==> src/rtl/l2_err_pkg.sv <==
// Package of constants and carrier types for the cache error capture block
package l2_err_pkg;

    // ------------------------------------------------------------
    // Register map (byte addresses)
    // ------------------------------------------------------------
    localparam int ADDR_W = 40;
    localparam logic [ADDR_W-1:0] L2_ERROR_STATUS_ADDR = 40'hff_fff0_00e8;
    localparam logic [ADDR_W-1:0] L2_ERROR_ADDRESS_ADDR = 40'hff_fff0_0188;

    // ------------------------------------------------------------
    // Status register fields
    // ------------------------------------------------------------
    localparam int TPERR_LSB = 0;
    localparam int DPERR_LSB = 3;
    localparam int CMD_LSB = 11;
    localparam int SCND_BIT = 16;
    localparam logic [63:0] STATUS_RESERVED_VAL = 64'h0000_0000_0000_0000;

    // ------------------------------------------------------------
    // Address register fields
    // ------------------------------------------------------------
    localparam int CAP_LSB = 4;
    localparam int CAP_W = 35;
    localparam int FH_TAG_LSB = 15;
    localparam int FH_TAG_W = 24;
    localparam logic [3:0] ADDR_LOW_FILL = 4'hf;
    localparam logic [23:0] ADDR_HIGH_FILL = 24'hff_ffff;

    // ------------------------------------------------------------
    // Transaction codes (low three bits)
    // ------------------------------------------------------------
    localparam logic [2:0] OP_SET_SHARED = 3'h6;
    localparam logic [2:0] OP_READ_DIRTY = 3'h5;
    localparam logic [2:0] OP_INVALIDATE = 3'h4;
    localparam logic [2:0] OP_DATA_WRITE = 3'h3;
    localparam logic [2:0] OP_READ_VICTIM = 3'h1;

    // ------------------------------------------------------------
    // Carrier types
    // ------------------------------------------------------------
    // Lookup request, presented in the tag access cycle
    typedef struct packed {
        logic valid;
        logic [4:0] cmd;
        logic [ADDR_W-1:0] addr;
        logic is_read_or_probe;
    } lookup_req_t;

    // Tag readout, presented with the first octaword
    typedef struct packed {
        logic [2:0] tag_perr;
        logic tag_parity_bit;
        logic [2:0] subblock0_vsd;
        logic [2:0] subblock1_vsd;
        logic [1:0] subblock0_modified;
        logic [1:0] subblock1_modified;
        logic [FH_TAG_W-1:0] tag;
    } tag_read_t;

    // One octaword data readout
    typedef struct packed {
        logic valid;
        logic [3:0] lw_perr;
        logic [3:0] lw_parity;
    } data_read_t;

endpackage : l2_err_pkg

==> src/rtl/l2_err_reg_decode.sv <==
// Register read decoder for the cache error capture block
`timescale 1ns/1ns
`default_nettype none
module l2_err_reg_decode (
    input wire logic [l2_err_pkg::ADDR_W-1:0] addr,
    input wire logic rd_stb,
    output logic rd_status,
    output logic rd_address
);
    import l2_err_pkg::*;

    always_comb begin
        rd_status = rd_stb && (addr == L2_ERROR_STATUS_ADDR);
        rd_address = rd_stb && (addr == L2_ERROR_ADDRESS_ADDR);
    end

endmodule : l2_err_reg_decode
`default_nettype wire

==> src/rtl/l2_cache_error_capture.sv <==
// Second-level cache error capture: status and address registers
//
// Local design decision: the address-and-strobe port.
`timescale 1ns/1ns
`default_nettype none
// Function
// - Status read-only, survives reset, stays locked
// - Status read clears and unlocks both
// - Parity error locks status against later updates
// - Three-bit tag parity field, one per set
// - Eight-bit longword data parity field
// - Force-hit loads longword parity bits instead
// - Transaction code written with error bit
// - Low code bits encode operation kind
// - Second error flag on later transaction
// - No second error within same transaction
// - Address loads every access while unlocked
// - Address locks on error, unlocks on read
// - Bits 38:4 valid, bit 39 zero
// - One tag cycle, two data cycles
// - Tag checked first octaword, data both
// - Force-hit: reads and probes load tag status
// - Force-hit disables checking; loaded parity bits set the lock
// - Tag holds per-subblock status, shared parity
// - Force-hit address layout of tag fields
module l2_cache_error_capture (
    input wire logic clk,
    input wire logic resetn,
    input wire logic force_hit_mode,
    input wire l2_err_pkg::lookup_req_t lookup,
    input wire l2_err_pkg::tag_read_t tag_rd,
    input wire l2_err_pkg::data_read_t oct_rd,
    input wire logic [l2_err_pkg::ADDR_W-1:0] reg_addr,
    input wire logic [63:0] reg_wdata,
    input wire logic reg_wr,
    input wire logic reg_rd,
    output logic [63:0] reg_rdata,
    output logic error_locked
);
    import l2_err_pkg::*;

    // ------------------------------------------------------------
    // Lookup sequencing
    // ------------------------------------------------------------
    typedef enum logic [1:0] {IDLE, OCT0, OCT1} phase_t;

    phase_t phase_r;
    logic [4:0] cmd_r;
    logic oct0_valid_r;
    logic [3:0] oct0_perr_r;
    logic [3:0] oct0_par_r;
    logic [2:0] tag_perr_r;
    logic fh_r;
    logic rdp_r;

    // Status and address register state
    logic [2:0] tperr_r;
    logic [7:0] dperr_r;
    logic [4:0] stat_cmd_r;
    logic scnd_r;
    logic [CAP_W-1:0] cap_r;

    logic rd_status;
    logic rd_address;
    logic err_now;
    logic locked;
    logic [7:0] dp_all;
    logic [7:0] par_all;
    logic [CAP_W-1:0] fh_word;

    l2_err_reg_decode u_dec (
        .addr(reg_addr),
        .rd_stb(reg_rd),
        .rd_status(rd_status),
        .rd_address(rd_address)
    );

    function automatic logic [CAP_W-1:0] pack_tag(input tag_read_t t);
        pack_tag = {t.tag, t.subblock1_modified, t.subblock0_modified,
                    t.subblock1_vsd, t.subblock0_vsd, t.tag_parity_bit};
    endfunction : pack_tag

    // Phase tracker: tag cycle, then two consecutive data cycles
    // Phase state is control, so it is reset; captured state is not
    always_ff @(posedge clk or negedge resetn) begin
        if (!resetn) begin
            phase_r <= IDLE;
        end else begin
            unique case (phase_r)
                IDLE: phase_r <= lookup.valid ? OCT0 : IDLE;
                OCT0: phase_r <= OCT1;
                OCT1: phase_r <= lookup.valid ? OCT0 : IDLE;
            endcase
        end
    end

    // Per-lookup context held through both data cycles
    always_ff @(posedge clk) begin
        if (lookup.valid && phase_r != OCT0) begin
            cmd_r <= lookup.cmd;
            fh_r <= force_hit_mode;
            rdp_r <= lookup.is_read_or_probe;
        end
        if (phase_r == OCT0) begin
            oct0_valid_r <= oct_rd.valid;
            oct0_perr_r <= oct_rd.lw_perr;
            oct0_par_r <= oct_rd.lw_parity;
            tag_perr_r <= fh_r ? 3'h0 : tag_rd.tag_perr;
        end
    end

    // ------------------------------------------------------------
    // Error detection at end of lookup (second octaword)
    // ------------------------------------------------------------
    always_comb begin
        dp_all = {oct_rd.lw_perr & {4{oct_rd.valid}},
                  oct0_perr_r & {4{oct0_valid_r}}};
        par_all = {oct_rd.lw_parity, oct0_par_r};
        err_now = (phase_r == OCT1) && !fh_r &&
                  ((|tag_perr_r) || (|dp_all));
        locked = (|tperr_r) || (|dperr_r);
        fh_word = pack_tag(tag_rd);
    end

    // ------------------------------------------------------------
    // Status register: no reset on purpose
    // ------------------------------------------------------------
    always_ff @(posedge clk) begin
        if (err_now) begin
            if (!locked || rd_status) begin
                tperr_r <= tag_perr_r;
                dperr_r <= dp_all;
                stat_cmd_r <= cmd_r;
                scnd_r <= 1'b0;
            end else begin
                scnd_r <= 1'b1;
            end
        end else if ((phase_r == OCT1) && fh_r) begin
            // Force-hit ignores the lock, so every lookup reloads the parity bits
            dperr_r <= par_all;
        end else if (rd_status) begin
            tperr_r <= 3'h0;
            dperr_r <= 8'h00;
            stat_cmd_r <= 5'h00;
            scnd_r <= 1'b0;
        end
    end

    // ------------------------------------------------------------
    // Address register: no reset on purpose
    // ------------------------------------------------------------
    always_ff @(posedge clk) begin
        if (force_hit_mode) begin
            if (phase_r == OCT0 && rdp_r) begin
                cap_r <= fh_word;
            end
        end else if (lookup.valid && phase_r != OCT0 && (!locked || rd_status)) begin
            cap_r <= lookup.addr[ADDR_W-2:CAP_LSB];
        end
    end

    // ------------------------------------------------------------
    // Register read port
    // ------------------------------------------------------------
    always_ff @(posedge clk or negedge resetn) begin
        if (!resetn) begin
            reg_rdata <= 64'h0000_0000_0000_0000;
        end else if (rd_status) begin
            reg_rdata <= STATUS_RESERVED_VAL | {47'h0, scnd_r, stat_cmd_r, dperr_r, tperr_r};
        end else if (rd_address) begin
            reg_rdata <= {ADDR_HIGH_FILL, 1'b0, cap_r, ADDR_LOW_FILL};
        end else begin
            reg_rdata <= 64'h0000_0000_0000_0000;
        end
    end

    always_comb begin
        error_locked = locked;
    end

endmodule : l2_cache_error_capture
`default_nettype wire

==> config.mk <==
export PLATFORM = sky130hd
export DESIGN_NAME = l2_cache_error_capture
export DESIGN_NICKNAME = d
export VERILOG_FILES = /design/src/rtl/l2_err_pkg.sv /design/src/rtl/l2_err_reg_decode.sv /design/src/rtl/l2_cache_error_capture.sv
export SDC_FILE = /design/constraint.sdc
export NUM_CORES = 1
export LEC_CHECK = 0
export BUFFER_PORTS_ARGS = -buffer_cell sky130_fd_sc_hd__buf_4
export CAP_MARGIN = 20
export CORE_ASPECT_RATIO = 0.6
export CORE_UTILIZATION = 38
export CTS_CLUSTER_SIZE = 8
export DETAILED_ROUTE_END_ITERATION = 8
export GPL_ROUTABILITY_DRIVEN = 0
export PLACE_DENSITY_LB_ADDON = 0.15
export SYNTH_ARGS = -nofsm -noshare
export SYNTH_HDL_FRONTEND = slang
export SYNTH_SLANG_ARGS = --single-unit
==> constraint.sdc <==
create_clock -name clk -period 6.2 [get_ports clk]
set_clock_uncertainty 0.2 [all_clocks]
set_input_delay 1.24 -clock clk [delete_from_list [all_inputs] [get_ports clk]]
set_output_delay 1.24 -clock clk [all_outputs]
set_load 0.005 [all_outputs]
# Yosys cells after proc, flatten, opt, wreduce, memory -nomap -nowiden
# Index checks and enable logic that the tools add are counted.
# classes
n_eq_ne	8
muxes	23
n_reduce_logical	26
bitwise	2
# ops
op	n
$mux W64	2
$mux W35	3
$eq A40 B40 Y1 const B	2
$mux W8	4
$mux W5	4
$reduce_or A8 Y1	2
$mux W3	4
$and A4 B4 Y4	2
$logic_and A1 B1 Y1	8
$ne A2 B1 Y1 const B	3
$reduce_and A2 Y1	3
$reduce_or A3 Y1	2
$mux W1	5
$pmux W2 S2	1
$reduce_bool A2 Y1	2
$logic_or A1 B1 Y1	3
$reduce_and A3 Y1	1
$reduce_bool A3 Y1	1
$eq A2 B1 Y1 const B	1
$eq A2 B2 Y1 const B	1
$logic_not A1 Y1	2
$logic_not A2 Y1	1
$ne A2 B2 Y1 const B	1
$reduce_or A2 Y1	1
# word_totals
word_cells	73
regBits	137
inputBits	203

# Logic depth before layout (Yosys ltp)
# Gate-level depths: netlist (run 1).
# logic_depth
depth_word	7
ltp_mapped	5
ltp_nobuf	4

# By module
# Synthesis (run 1) repeated with hierarchy kept, for this count alone.
# hier_totals
hier_cells	304
area_unflattened_um2	4593.2
# by_module_without_submodules
module	cells_per_inst	area_per_inst_um2	n_inst
l2_cache_error_capture	287	4473.0	1
l2_err_reg_decode	17	120.1	1

# Worst setup path before layout (run 1)
# No wires, ideal clock.
# synth_timing
path_type	input to register
from	input reg_addr[1] in the netlist's numbering
to	register cap_r[0], enable pin
required_ns	5.561
n_path_buf	0
t_arrival_ns	4.605
cell_stages	4
path_slack_ns	0.956
cell_sequence	or4b_1 or4_4 or4_4 a21oi_1
# synth_between
elab_chain_len	6
# synth_lines
element	line	source
start, declared	l2_cache_error_capture.sv:33	input wire logic [l2_err_pkg::ADDR_W-1:0] reg_addr,
$eq A40 B40 Y1	l2_err_reg_decode.sv:13	rd_status = rd_stb && (addr == L2_ERROR_STATUS_ADDR);
$logic_and A1 B1 Y1	l2_err_reg_decode.sv:13	
$logic_or A1 B1 Y1	l2_cache_error_capture.sv:157	end else if (lookup.valid && phase_r != OCT0 && (!locked || rd_status)) begin
$logic_and A1 B1 Y1	l2_cache_error_capture.sv:157	
$reduce_bool A2 Y1 (no source line)	-	
$reduce_and A2 Y1 (no source line)	-	
end signal, assigned	l2_cache_error_capture.sv:155	cap_r <= fh_word;
end signal, assigned	l2_cache_error_capture.sv:158	cap_r <= lookup.addr[ADDR_W-2:CAP_LSB];
end, declared	l2_cache_error_capture.sv:61	logic [CAP_W-1:0] cap_r;
# No other way between the ends.
# A chain may end at the register's enable or synchronous reset.

# Final worst setup path (run 1)
# layout_timing
from	input reg_addr[13] in the netlist's numbering
to	register cap_r[34], enable pin
# The elaborated chain is that of the path after synthesis.

==> results of run 1 <==
[layout make-up]
class | instances | share of cell area (%)
clock buffer | 18 | 6.37
multi-input combinational | 140 | 17.3
sequential | 113 | 47.3
timing repair buffer | 201 | 22.4
tap | 160 | 2.97
inverter | 3 | 0.167
clock inverter | 14 | 3.53
[flip-flops by register name, indices dropped and copies added (netlist names), 4 cells and up]
name	count
oct0_par_r	4
dperr_r	8
reg_rdata	40
oct0_perr_r	4
stat_cmd_r	5
cap_r	35
cmd_r	5
[cell usage after synthesis (5+ instances only)]
cell	instances	area (um^2)
dfrtp_1	42	1050
a22o_1	8	70.1
nor2_1	7	26.3
buf_4	24	180
a32o_1	5	50.1
nand4_1	5	31.3
and2_1	30	188
clkbuf_1	7	26.3
mux2_2	35	394
a22o_2	5	50.1
nor2b_1	7	43.8
edfxtp_1	71	2130
[worst register-to-register path, cell delays in order (launching register included)]
cell and delay [ns]:
dfrtp_1 0.40, nor2b_1 0.19, nor2b_1 0.56, o21ai_0 0.28
a21oi_4 0.31, buf_4 0.42
[worst max path at each step]
stage / start / to / slack [ns] / cells after the start
floorplan: reg_addr[1] / cap_r[0]$_DFFE_PP_ / 0.96 / 4
global placement: reg_addr[1] / stat_cmd_r[3]$_SDFFCE_PN0P_ / 1.85 / 5
detailed placement: reg_addr[13] / cap_r[33]$_DFFE_PP_ / 1.84 / 6
CTS: reg_addr[1] / cap_r[34]$_DFFE_PP_ / 2.27 / 6
global route: reg_addr[1] / stat_cmd_r[0]$_SDFFCE_PN0P_ / 2.17 / 5
finish: reg_addr[13] / cap_r[34]$_DFFE_PP_ / 2.28 / 6
[cells in the final DEF (no fill, tap or decap), types with 3 or more instances in the layout]
cell type / Yosys / routed
edfxtp_1: 71 / 71
a22o_2: 5 / 5
inv_1: 3 / 3
dfrtp_1: 42 / 42
and2_1: 30 / 30
clkbuf_16: 0 / 17
clkinv_4: 0 / 3
mux2_2: 35 / 35
or4_4: 3 / 3
a21o_2: 4 / 4
nor2b_1: 7 / 7
clkinvlp_4: 0 / 3
nor3_1: 3 / 3
nand4_1: 5 / 5
nor2_1: 7 / 7
a22o_1: 8 / 8
a32o_1: 5 / 5
a21oi_1: 4 / 3
bufinv_16: 0 / 6
buf_4: 24 / 201
[report_power, final]
part	leakage (nW)	internal (mW)	switching, mW	total (mW)
sequential	1.25	0.831	0.00738	0.838
clock	0.314	0.752	0.340	1.09
combinational	1.45	0.0772	0.0482	0.125
total	3.01	1.66	0.395	2.06
[layer usage]
metal	vias up	share of wire [%]	wire, um	global-route usage, %
met5	-	0	0	0
met4	0	1.1	114	7.83
met3	13	8.4	901	5.83
met2	123	48	5190	28.7
met1	1482	42	4510	22.7
li1	1434	-	-	-
[cell families (layout without fill, tap and decap cells)]
family	after synthesis	in the layout	share of synthesized area, %
compound gates	34	34	6.29
buf+inv	39	236	5.56
flops	113	113	69.3
mux	35	35	8.58
other cells	1	1	0.0816
simple gates	70	70	10.2
[per-stage QoR]
stage          power, mW  hold slack (ns)  util [%]  worst slack (ns)
3_3_place_gp       0.975            0.198      52.6              1.85
2_1_floorplan      0.893            0.227         -             0.956
4_1_cts             2.08            0.225      58.5              2.27
5_1_grt             2.12            0.246      58.5              2.17
6_report            2.06            0.218      58.5              2.28
3_5_place_dp       0.980            0.213      52.7              1.84
==> summary.txt, run 1 <==
Cells and area
  – Fill cells: between 800 and 900
  – Design area: a little under 7000 um^2
  – Area grow syn2layout: 46.7%
  – Share of cells above drive strength 1: between 50% and 60%
  – Storage cell area: 3180 um^2
  – Final std cells w/o fill: 649
  – Area of the multi-input gates: roughly 1200 um^2
  – ANT cells: 0
  – Fin nets: between 600 and 700

Logic synthesis
  – Synth Flop Type: edfxtp_1
  – Asr flop ratio synth: between 30% and 40%
  – FF+latch count, synth: 113
  – Synth cell types: 36
  – Syn_area_per_cell: 15.7 um^2
  – Post-synth EDFFs: 71
  – Cell count after synthesis: 292
  – Synth Net Count: 495
  – Synth warn: 0
  – Seq/Total Area, Yosys: around 70%
  – Area of the mapped netlist: ~4600 um^2

Timing
  – Fin Setup TNS: 0 ns
  – Unrepaired setup endpoints after global routing: no
  – # setup viols final: 0
  – Period Utilization, post-route: around 63%
  – Worst-margin pin slew: between 0.8 and 0.9 ns
  – Fmax: approximately 260 MHz
  – Fin crit period: 3.92 ns
  – Max Slew Vio Count: 0
  – Relative slew slack: between 40 and 50%
  – Final hold violations: 0

Global route
  – Initial antenna violation count: 0
  – Tot GR Track Use: a little under a fifth
  – Vias in the first global route: 2,989
  – Largest net degree at the start of global routing: 43
  – First-pass GRT wire length: between 15,000 and 20,000 um
  – Grt ovf: 0

Critical path
  – CP max FO: 29
  – CP Launch Type: input pin
  – Top delay family on crit path: simple AND/OR/NAND/NOR gates
  – Worst EP arrival: around 3.8 ns
  – Worst path cell trace: buf_4, or4_1, or4_4, or4_4, a21oi_4, buf_4
  – Slowest stage delay, CP: about 0.62 ns
  – FF-to-FF setup slack: 3.46 ns
  – Worst r2r src: phase_r[0]$_DFF_PN0_
  – Setup crit end kind: register
  – Slowest-stage cell, CP: or4_4
  – Crit path buf inv count: 2
  – Worst EP required: just over 6 ns
  – Reg2reg end: cap_r[34]$_DFFE_PP_
  – Reg2reg path depth: 5
  – Critical path class: input pin to register

Clocking
  – Clock sinks: around 110
  – H-Tree Depth: 4
  – # Post-CTS Setup Buffers: 0
  – CTS Buffer Depth: 2
  – Total CTS buffers: 17
  – # hold bufs at CTS: 0
  – Post-CTS Resized: 0
  – CTS tree: built
  – Root buffer cell: clkbuf_16
  – Clk pin slew, worst setup/hold paths: 0.05 ns
  – Clock Latency Late Sink: about 0.4 ns

Power and ir drop
  – LEAKAGE: 3.01 nW
  – PD cells: between 300 and 400 nW/um^2
  – Max VDD drop: 0.211 mV

Placed design
  – Dpl cell area: around 6100 um^2
  – Cells after DPL: 617
  – IO buf count: 196
  – Dpl hpwl: ~7500 um

Routing
  – WL/cell: ~17 um
  – Routed wire length: 10,700 um
  – Vias per cell: 4.70
  – DR iter-0 viols: ~170
  – TritonRoute pass-1 iters: 4
  – Vias: between 3k and 4k
  – Remaining DRCs: 0
  – DRT antenna net count: 0

Worst hold path
  – Worst min path class: register to register
  – Hold Path Sink: phase_r[1]$_DFF_PN0_
  – Worst Min Path Start: phase_r[0]$_DFF_PN0_
  – Hold path depth: 0

Die
  – Core ar.: roughly 12,000 um^2
  – Die W: ~140 um
  – Die area: 12,500 um^2
  – FP Rows: 30
  – # IOs: around 270
  – Initial Util: approximately 40%
  – Die H: ~87 um

Flow run
  – Max-cap check violation count: 0

Outcome
  – Status: complete, no violations
Note: power is estimated with default switching activity, not from simulation.
==> run 2: changes to the inputs <==
Settings changed: ABC_AREA set to 1.
Clock period 6.2 ns to 3.4 ns, I/O delays scaled along.
==> run 2 against run 1 <==
Via count increased by 12%; flip-flop and latch count unchanged; sequential share of layout area decreased by 0.50 points; core utilization decreased by 2.4 points; routed wire length decreased by 2.8%; global-route usage decreased by 1.1 points; count of clock-buffer cells in the layout unchanged; cell count increased by 20%; combinational power increased by 90%; largest cell class unchanged; highest routed layer unchanged.
==> summary.txt, run 2 <==
Outcome
  – Status: complete, no violations

Routing
  – Routed wire length: 10,400 um (-2.8%)
  – Vias: 3,412 (+12%)
  – WL/cell: 13.3 um (-19%)
  – DR iter-0 viols: 191 (+10%)
  – TritonRoute pass-1 iters: 4 (unchanged)
  – Vias per cell: 4.36 (-7.2%)
  – DRT antenna net count: 0 (unchanged)
  – Remaining DRCs: 0 (unchanged)

Clocking
  – CTS tree: built
  – Clock sinks: 113 (unchanged)
  – Clock Latency Late Sink: 0.40 ns (about the same)
  – Total CTS buffers: 17 (unchanged)
  – Clk pin slew, worst setup/hold paths: 0.05 ns (about the same)
  – # hold bufs at CTS: 0 (unchanged)
  – CTS Buffer Depth: 2 (unchanged)
  – H-Tree Depth: 4 (unchanged)
  – Root buffer cell: clkbuf_16
  – Post-CTS Resized: 0 (unchanged)
  – # Post-CTS Setup Buffers: 0 (unchanged)

Cells and area
  – Fill cells: 1,055 (+20%)
  – Fin nets: 807 (+19%)
  – Largest registers: reg_rdata x40, cap_r x35, dperr_r x8
  – Share of cells above drive strength 1: 43.8% (-14 points)
  – Final std cells w/o fill: 782 (+20%)
  – Commonest non-fill, non-tap cells in the layout: buf_4 (200), nand2_1 (91), edfxtp_1 (71)
  – ANT cells: 0 (unchanged)
  – Reg with most FFs: reg_rdata
  – Max reg flops: 40 (unchanged)
  – Most common cell after layout, fill and taps aside: buf_4
  – Area grow syn2layout: 43.2%

Power and ir drop
  – Switching pwr: 0.720 mW (+82%)
  – Clock Power Share: 48.9% (-4.2 points)
  – PD cells: 505 nW/um^2 (+66%)
  – Comb pwr share: 6.9% (+0.8 points)
  – Flop pwr share: 44.1% (+3.3 points)
  – Sw Ratio: 20.9% (+1.7 points)
  – LEAKAGE: 3.36 nW (+11%)
  – Max VDD drop: 0.378 mV (+79%)
  – Pint: 2.72 mW (+64%)

Placed design
  – Dpl hpwl: 7500 um (+0.35%)
  – IO buf count: 196 (unchanged)
  – Cells after DPL: 750 (+22%)

Die
  – # IOs: 268 (unchanged)
  – Initial Util: 39.2% (-0.69 points)
  – Die area: 13,000 um^2 (+3.5%)
  – Die W: 146 um (+1.7%)
  – Core ar.: 12,100 um^2 (+5.4%)
  – FP Rows: 31 (+3.3%)
  – Die H: 88.7 um (+1.7%)

Timing
  – Max Slew Vio Count: 0 (unchanged)
  – # setup viols final: 0 (unchanged)
  – Fmax: between 400 and 500 MHz
  – Unrepaired setup endpoints after global routing: no
  – Period Utilization, post-route: a little under three quarters
  – Relative slew slack: 57.8% (+16 points)
  – Final hold violations: 0 (unchanged)
  – Fin Setup TNS: 0 ns (unchanged)
  – Worst-margin pin slew: 0.633 ns (-0.235 ns)
  – Fin crit period: approximately 2.4 ns

Global route
  – M2 GR Usage: 26.8% (-1.9 points)
  – Largest net degree at the start of global routing: 43 (unchanged)
  – Met1 GRT Util: 21.6% (-1.1 points)
  – First-pass GRT wire length: 16,200 um (+0.95%)
  – Initial antenna violation count: 0 (unchanged)
  – Grt ovf: 0 (unchanged)
  – GRT Max-Usage Layer: met2
  – Vias in the first global route: 3,218 (+7.7%)
  – Grt met3 use: 6.65% (+0.82 points)
  – Tot GR Track Use: 16.9% (-1.1 points)

Logic synthesis
  – Post-synth EDFFs: 71 (unchanged)
  – Synth top area share: 44.8% (-1.6 points)
  – Most numerous cell in the Yosys netlist: nand2_1
  – FF+latch count, synth: 113 (unchanged)
  – Seq/Total Area, Yosys: 66.9% (-2.4 points)
  – Synth warn: 0 (unchanged)
  – Top post-synthesis cells by area: edfxtp_1 (45%), dfrtp_1 (22%), mux2_2 (8.3%)
  – Synth cell types: 17 (-53%)
  – Syn_area_per_cell: 11.4 um^2 (-28%)
  – Leading area contributor after synthesis: edfxtp_1
  – Synth Net Count: 622 (+26%)
  – Synth cell count leaders: nand2_1 (92), edfxtp_1 (71), inv_1 (58), nor2_1 (57), dfrtp_1 (42)
  – Asr flop ratio synth: 37.2% (unchanged)
  – Cell count after synthesis: 419 (+43%)
  – Synth Flop Type: edfxtp_1
  – Area of the mapped netlist: 4760 um^2 (+3.5%)

Worst hold path
  – Worst min path class: input pin to asynchronous set/reset pin

Critical path
  – Worst EP arrival: 1.56 ns (-2.21 ns)
  – CP Launch Type: register
  – CP max FO: 3 (-90%)
  – Setup crit end kind: output pin
  – Critical path class: register to output pin
  – Worst EP required: 2.52 ns (-3.53 ns)

Flow run
  – Max-cap check violation count: 0 (unchanged)
[run 2: logic make-up (layout without fill, tap and decap cells)]
| group | after synthesis | after routing | synth area share, % |
|---|---|---|---|
| simple gates | 165 | 165 | 13.7 |
| flops | 113 | 113 | 66.9 |
| buf+inv | 94 | 292 | 9.84 |
| mux | 35 | 35 | 8.29 |
| compound gates | 11 | 11 | 1.16 |
| other cells | 1 | 1 | 0.0789 |
[run 2: final timing paths]
kind / from / to / slack, ns / depth (start not counted)
max in group asynchronous: resetn / reg_rdata[12]$_DFF_PN0_ / 2.53 / 1
min in group clk: phase_r[0]$_DFF_PN0_ / phase_r[1]$_DFF_PN0_ / 0.20 / 0
worst max-delay path: dperr_r[1]$_DFFE_PP_ / error_locked / 0.96 / 5
worst max register to register: oct0_valid_r$_DFFE_PP_ / stat_cmd_r[2]$_SDFFCE_PN0P_ / 1.14 / 8
worst min-delay path: resetn / reg_rdata[18]$_DFF_PN0_ / 0.07 / 1
worst min register to register: phase_r[0]$_DFF_PN0_ / phase_r[1]$_DFF_PN0_ / 0.20 / 0
[run 2: power groups by stage]
| stage | Clock, mW | Combinational [mW] | Sequential, mW |
|---|---|---|---|
| global route | 1.79 | 0.263 | 1.52 |
| detailed placement | 0 | 0.241 | 1.55 |
| floorplan | 0 | 0.0888 | 1.54 |
| global placement | 0 | 0.235 | 1.54 |
| CTS | 1.71 | 0.243 | 1.52 |
| finish | 1.68 | 0.238 | 1.52 |
[run 2: layout make-up]
cell class	count	area [um^2]	share of cell area, %
multi-input cells	212	1110	16.3
clock buffers	18	429	6.30
flip-flops and latches	113	3180	46.7
well taps	165	206	3.03
clock inverters	14	140	2.06
repair buffers	201	1520	22.3
inverters	59	221	3.25
[run 2: metrics by stage]
| step | instance area (um^2) | utilization [%] | hold WS [ns] | worst slack, ns | power [mW] |
|---|---|---|---|---|---|
| 2_1_floorplan | 4760 | - | 0.184 | 0.745 | 1.63 |
| 3_3_place_gp | 6240 | 51.4 | 0.185 | 0.729 | 1.78 |
| 3_5_place_dp | 6240 | 51.4 | 0.188 | 0.712 | 1.79 |
| 4_1_cts | 6810 | 56.1 | 0.103 | 0.941 | 3.47 |
| 5_1_grt | 6810 | 56.1 | 0.104 | 0.871 | 3.57 |
| 6_report | 6810 | 56.1 | 0.0739 | 0.960 | 3.44 |
[run 2: worst max-delay path, stage by stage (launching register included)]
cell and delay, ns:
edfxtp_1 0.38, nor2_1 0.12, nand2_1 0.06, nor3_1 0.27
nand2_1 0.17, buf_4 0.17
[run 2: per-layer routing]
layer  part of all wire [%]  up-vias  routed length [um]
met4                   0.74        0                  77
met5                      0        -                   0
met1                     43     1580                4490
li1                       -     1681                   -
met2                     46      144                4830
met3                    9.8        7                1020
==> run 3: changes to the inputs <==
Clock period 3.4 ns to 2.4 ns, I/O delays scaled along.
==> run 3 against run 2 <==
Highest routed layer unchanged; register-to-register slack lost 0.74 ns; hold slack worse by 0.023 ns; clock power rose by 51%.
==> summary.txt, run 3 (synthesis gave the netlist of run 2 again) <==
Critical path
  – Setup crit end kind: output pin
  – Critical path origin: dperr_r[1]$_DFFE_PP_
  – Most common cell on crit path: nand2_1
  – CP max FO: 3 (unchanged)
  – Slowest stage delay, CP: 0.39 ns (about the same)
  – Worst path cell trace: nor2_1, nand2_1, nor3_1, nand2_1, buf_4
  – Worst EP arrival: 1.54 ns (-0.02 ns)
  – Worst r2r src: dperr_r[1]$_DFFE_PP_
  – CP Launch Type: register
  – Critical path class: register to output pin
  – Worst EP required: 1.72 ns (-0.80 ns)
  – Slowest-stage cell, CP: edfxtp_1

Placed design
  – Dpl cell area: 6270 um^2 (+0.48%)
  – IO buf count: 196 (unchanged)
  – Dpl hpwl: 7880 um (+5.1%)

Cells and area
  – Fill cells: 1,055 (unchanged)
  – Max reg flops: 40 (unchanged)
  – ANT cells: 0 (unchanged)
  – Most common cell after layout, fill and taps aside: buf_4
  – Area of the multi-input gates: 1110 um^2 (unchanged)
  – Fin nets: 812 (+0.62%)
  – Commonest non-fill, non-tap cells in the layout: buf_4 (204), nand2_1 (91), edfxtp_1 (71)
  – Layout Utilization: 56.7% (+0.61 points)
  – Area grow syn2layout: 44.7%
  – Largest registers: reg_rdata x40, cap_r x35, dperr_r x8
  – Share of cells above drive strength 1: 44.4% (+0.61 points)
  – Reg with most FFs: reg_rdata
  – Storage cell area: 3180 um^2 (unchanged)
  – Design area: 6880 um^2 (+1.1%)

Clocking
  – Clock sinks: 113 (unchanged)
  – Clock Latency Late Sink: 0.40 ns (about the same)
  – Total CTS buffers: 17 (unchanged)
  – CTS Buffer Depth: 2 (unchanged)
  – Clk pin slew, worst setup/hold paths: 0.06 ns (about the same)
  – H-Tree Depth: 4 (unchanged)
  – CTS tree: built
  – Root buffer cell: clkbuf_16

Outcome
  – Status: complete, no violations

Routing
  – Routed wire length: 10,700 um (+2.4%)
  – Vias per cell: 4.30 (-1.4%)
  – DRT antenna net count: 0 (unchanged)
  – Remaining DRCs: 0 (unchanged)
  – TritonRoute pass-1 iters: 4 (unchanged)
  – WL/cell: 13.5 um (+1.7%)
  – Vias: 3,386 (-0.76%)
  – DR iter-0 viols: 43 (-77%)

Timing
  – Relative slew slack: 56.7% (-1.1 points)
  – # setup viols final: 0 (unchanged)
  – Worst-margin pin slew: 0.650 ns (+0.0168 ns)
  – Period Utilization, post-route: between 90 and 100%
  – Final hold violations: 0 (unchanged)
  – Max Slew Vio Count: 0 (unchanged)
  – Fmax: 450 MHz
  – Fin crit period: around 2.2 ns
  – Unrepaired setup endpoints after global routing: no
  – Fin Setup TNS: 0 ns (unchanged)

Die
  – Core ar.: 12,100 um^2 (unchanged)
  – Initial Util: 39.2% (unchanged)
  – Die area: 13,000 um^2 (unchanged)
  – FP Rows: 31 (unchanged)
  – Die H: 88.7 um (unchanged)
  – Die W: 146 um (unchanged)
  – # IOs: 268 (unchanged)

Worst hold path
  – Worst min path class: input pin to register
  – Worst Min Path Start: lookup[0]

Power and ir drop
  – Max VDD drop: 0.447 mV (+18%)
  – Design Power: 5.03 mW (+46%)
  – LEAKAGE: 3.40 nW (+1.4%)
  – PD cells: 731 nW/um^2 (+45%)

Global route
  – Grt ovf: 0 (unchanged)
  – Initial antenna violation count: 0 (unchanged)
  – First-pass GRT wire length: 16,500 um (+1.8%)
  – Vias in the first global route: 3,356 (+4.3%)
  – Tot GR Track Use: 17.3% (+0.36 points)
  – Largest net degree at the start of global routing: 43 (unchanged)

Flow run
  – Max-cap check violation count: 0 (unchanged)
[run 3: cell type report]
cell class	instances	area share, %
Clock inverter	13	2.33
Clock buffer	19	6.44
Multi-Input combinational cell	212	16.1
Timing Repair Buffer	206	22.7
Tap cell	165	3.00
Sequential cell	113	46.2
Inverter	59	3.22
[run 3: layer usage]
layer,GRT usage (%),wire length (um),up-vias
li1,-,-,1692
met1,20.7,4660,1549
met2,29.0,5050,136
met3,6.70,843,9
met4,5.97,108,0
met5,0,0,-
[run 3: power by group]
part / internal [mW] / switching (mW)
clock network: 1.66 / 0.883
registers: 2.14 / 0.0166
logic: 0.206 / 0.137
[run 3: critical path, delay by kind of cell, from the launching register on]
family,cells,cell delay [ns]
simple gates,4,0.59
buf+inv,1,0.17
flops,1,0.39
[run 3: repair_timing]
action,4_1_cts,5_1_grt
buffers inserted,0,0
endpoints found under the hold margin,42,0
hold buffers,1,0
gates resized for setup,0,0
[run 3: final timing paths]
kind                                           end  slack, ns  depth (start not counted)
min reg2reg                   phase_r[1]$_DFF_PN0_       0.22                          0
max in group asynchronous  reg_rdata[33]$_DFF_PN0_       1.16                          2
min                                rdp_r$_DFFE_PP_       0.05                          1
max reg2reg                     cap_r[6]$_DFFE_PP_       0.40                          8
max                                   error_locked       0.18                          5
min in group asynchronous  reg_rdata[21]$_DFF_PN0_       0.42                          2
[run 3: stage by stage]
stage               hold slack [ns]  worst slack [ns]  cells
finish                       0.0508             0.179    787
global route                 0.0294           0.00904    787
CTS                          0.0373             0.152    787
detailed placement            0.201            0.0996    754
global placement              0.183             0.163    754
floorplan                   -0.0156             0.113    419
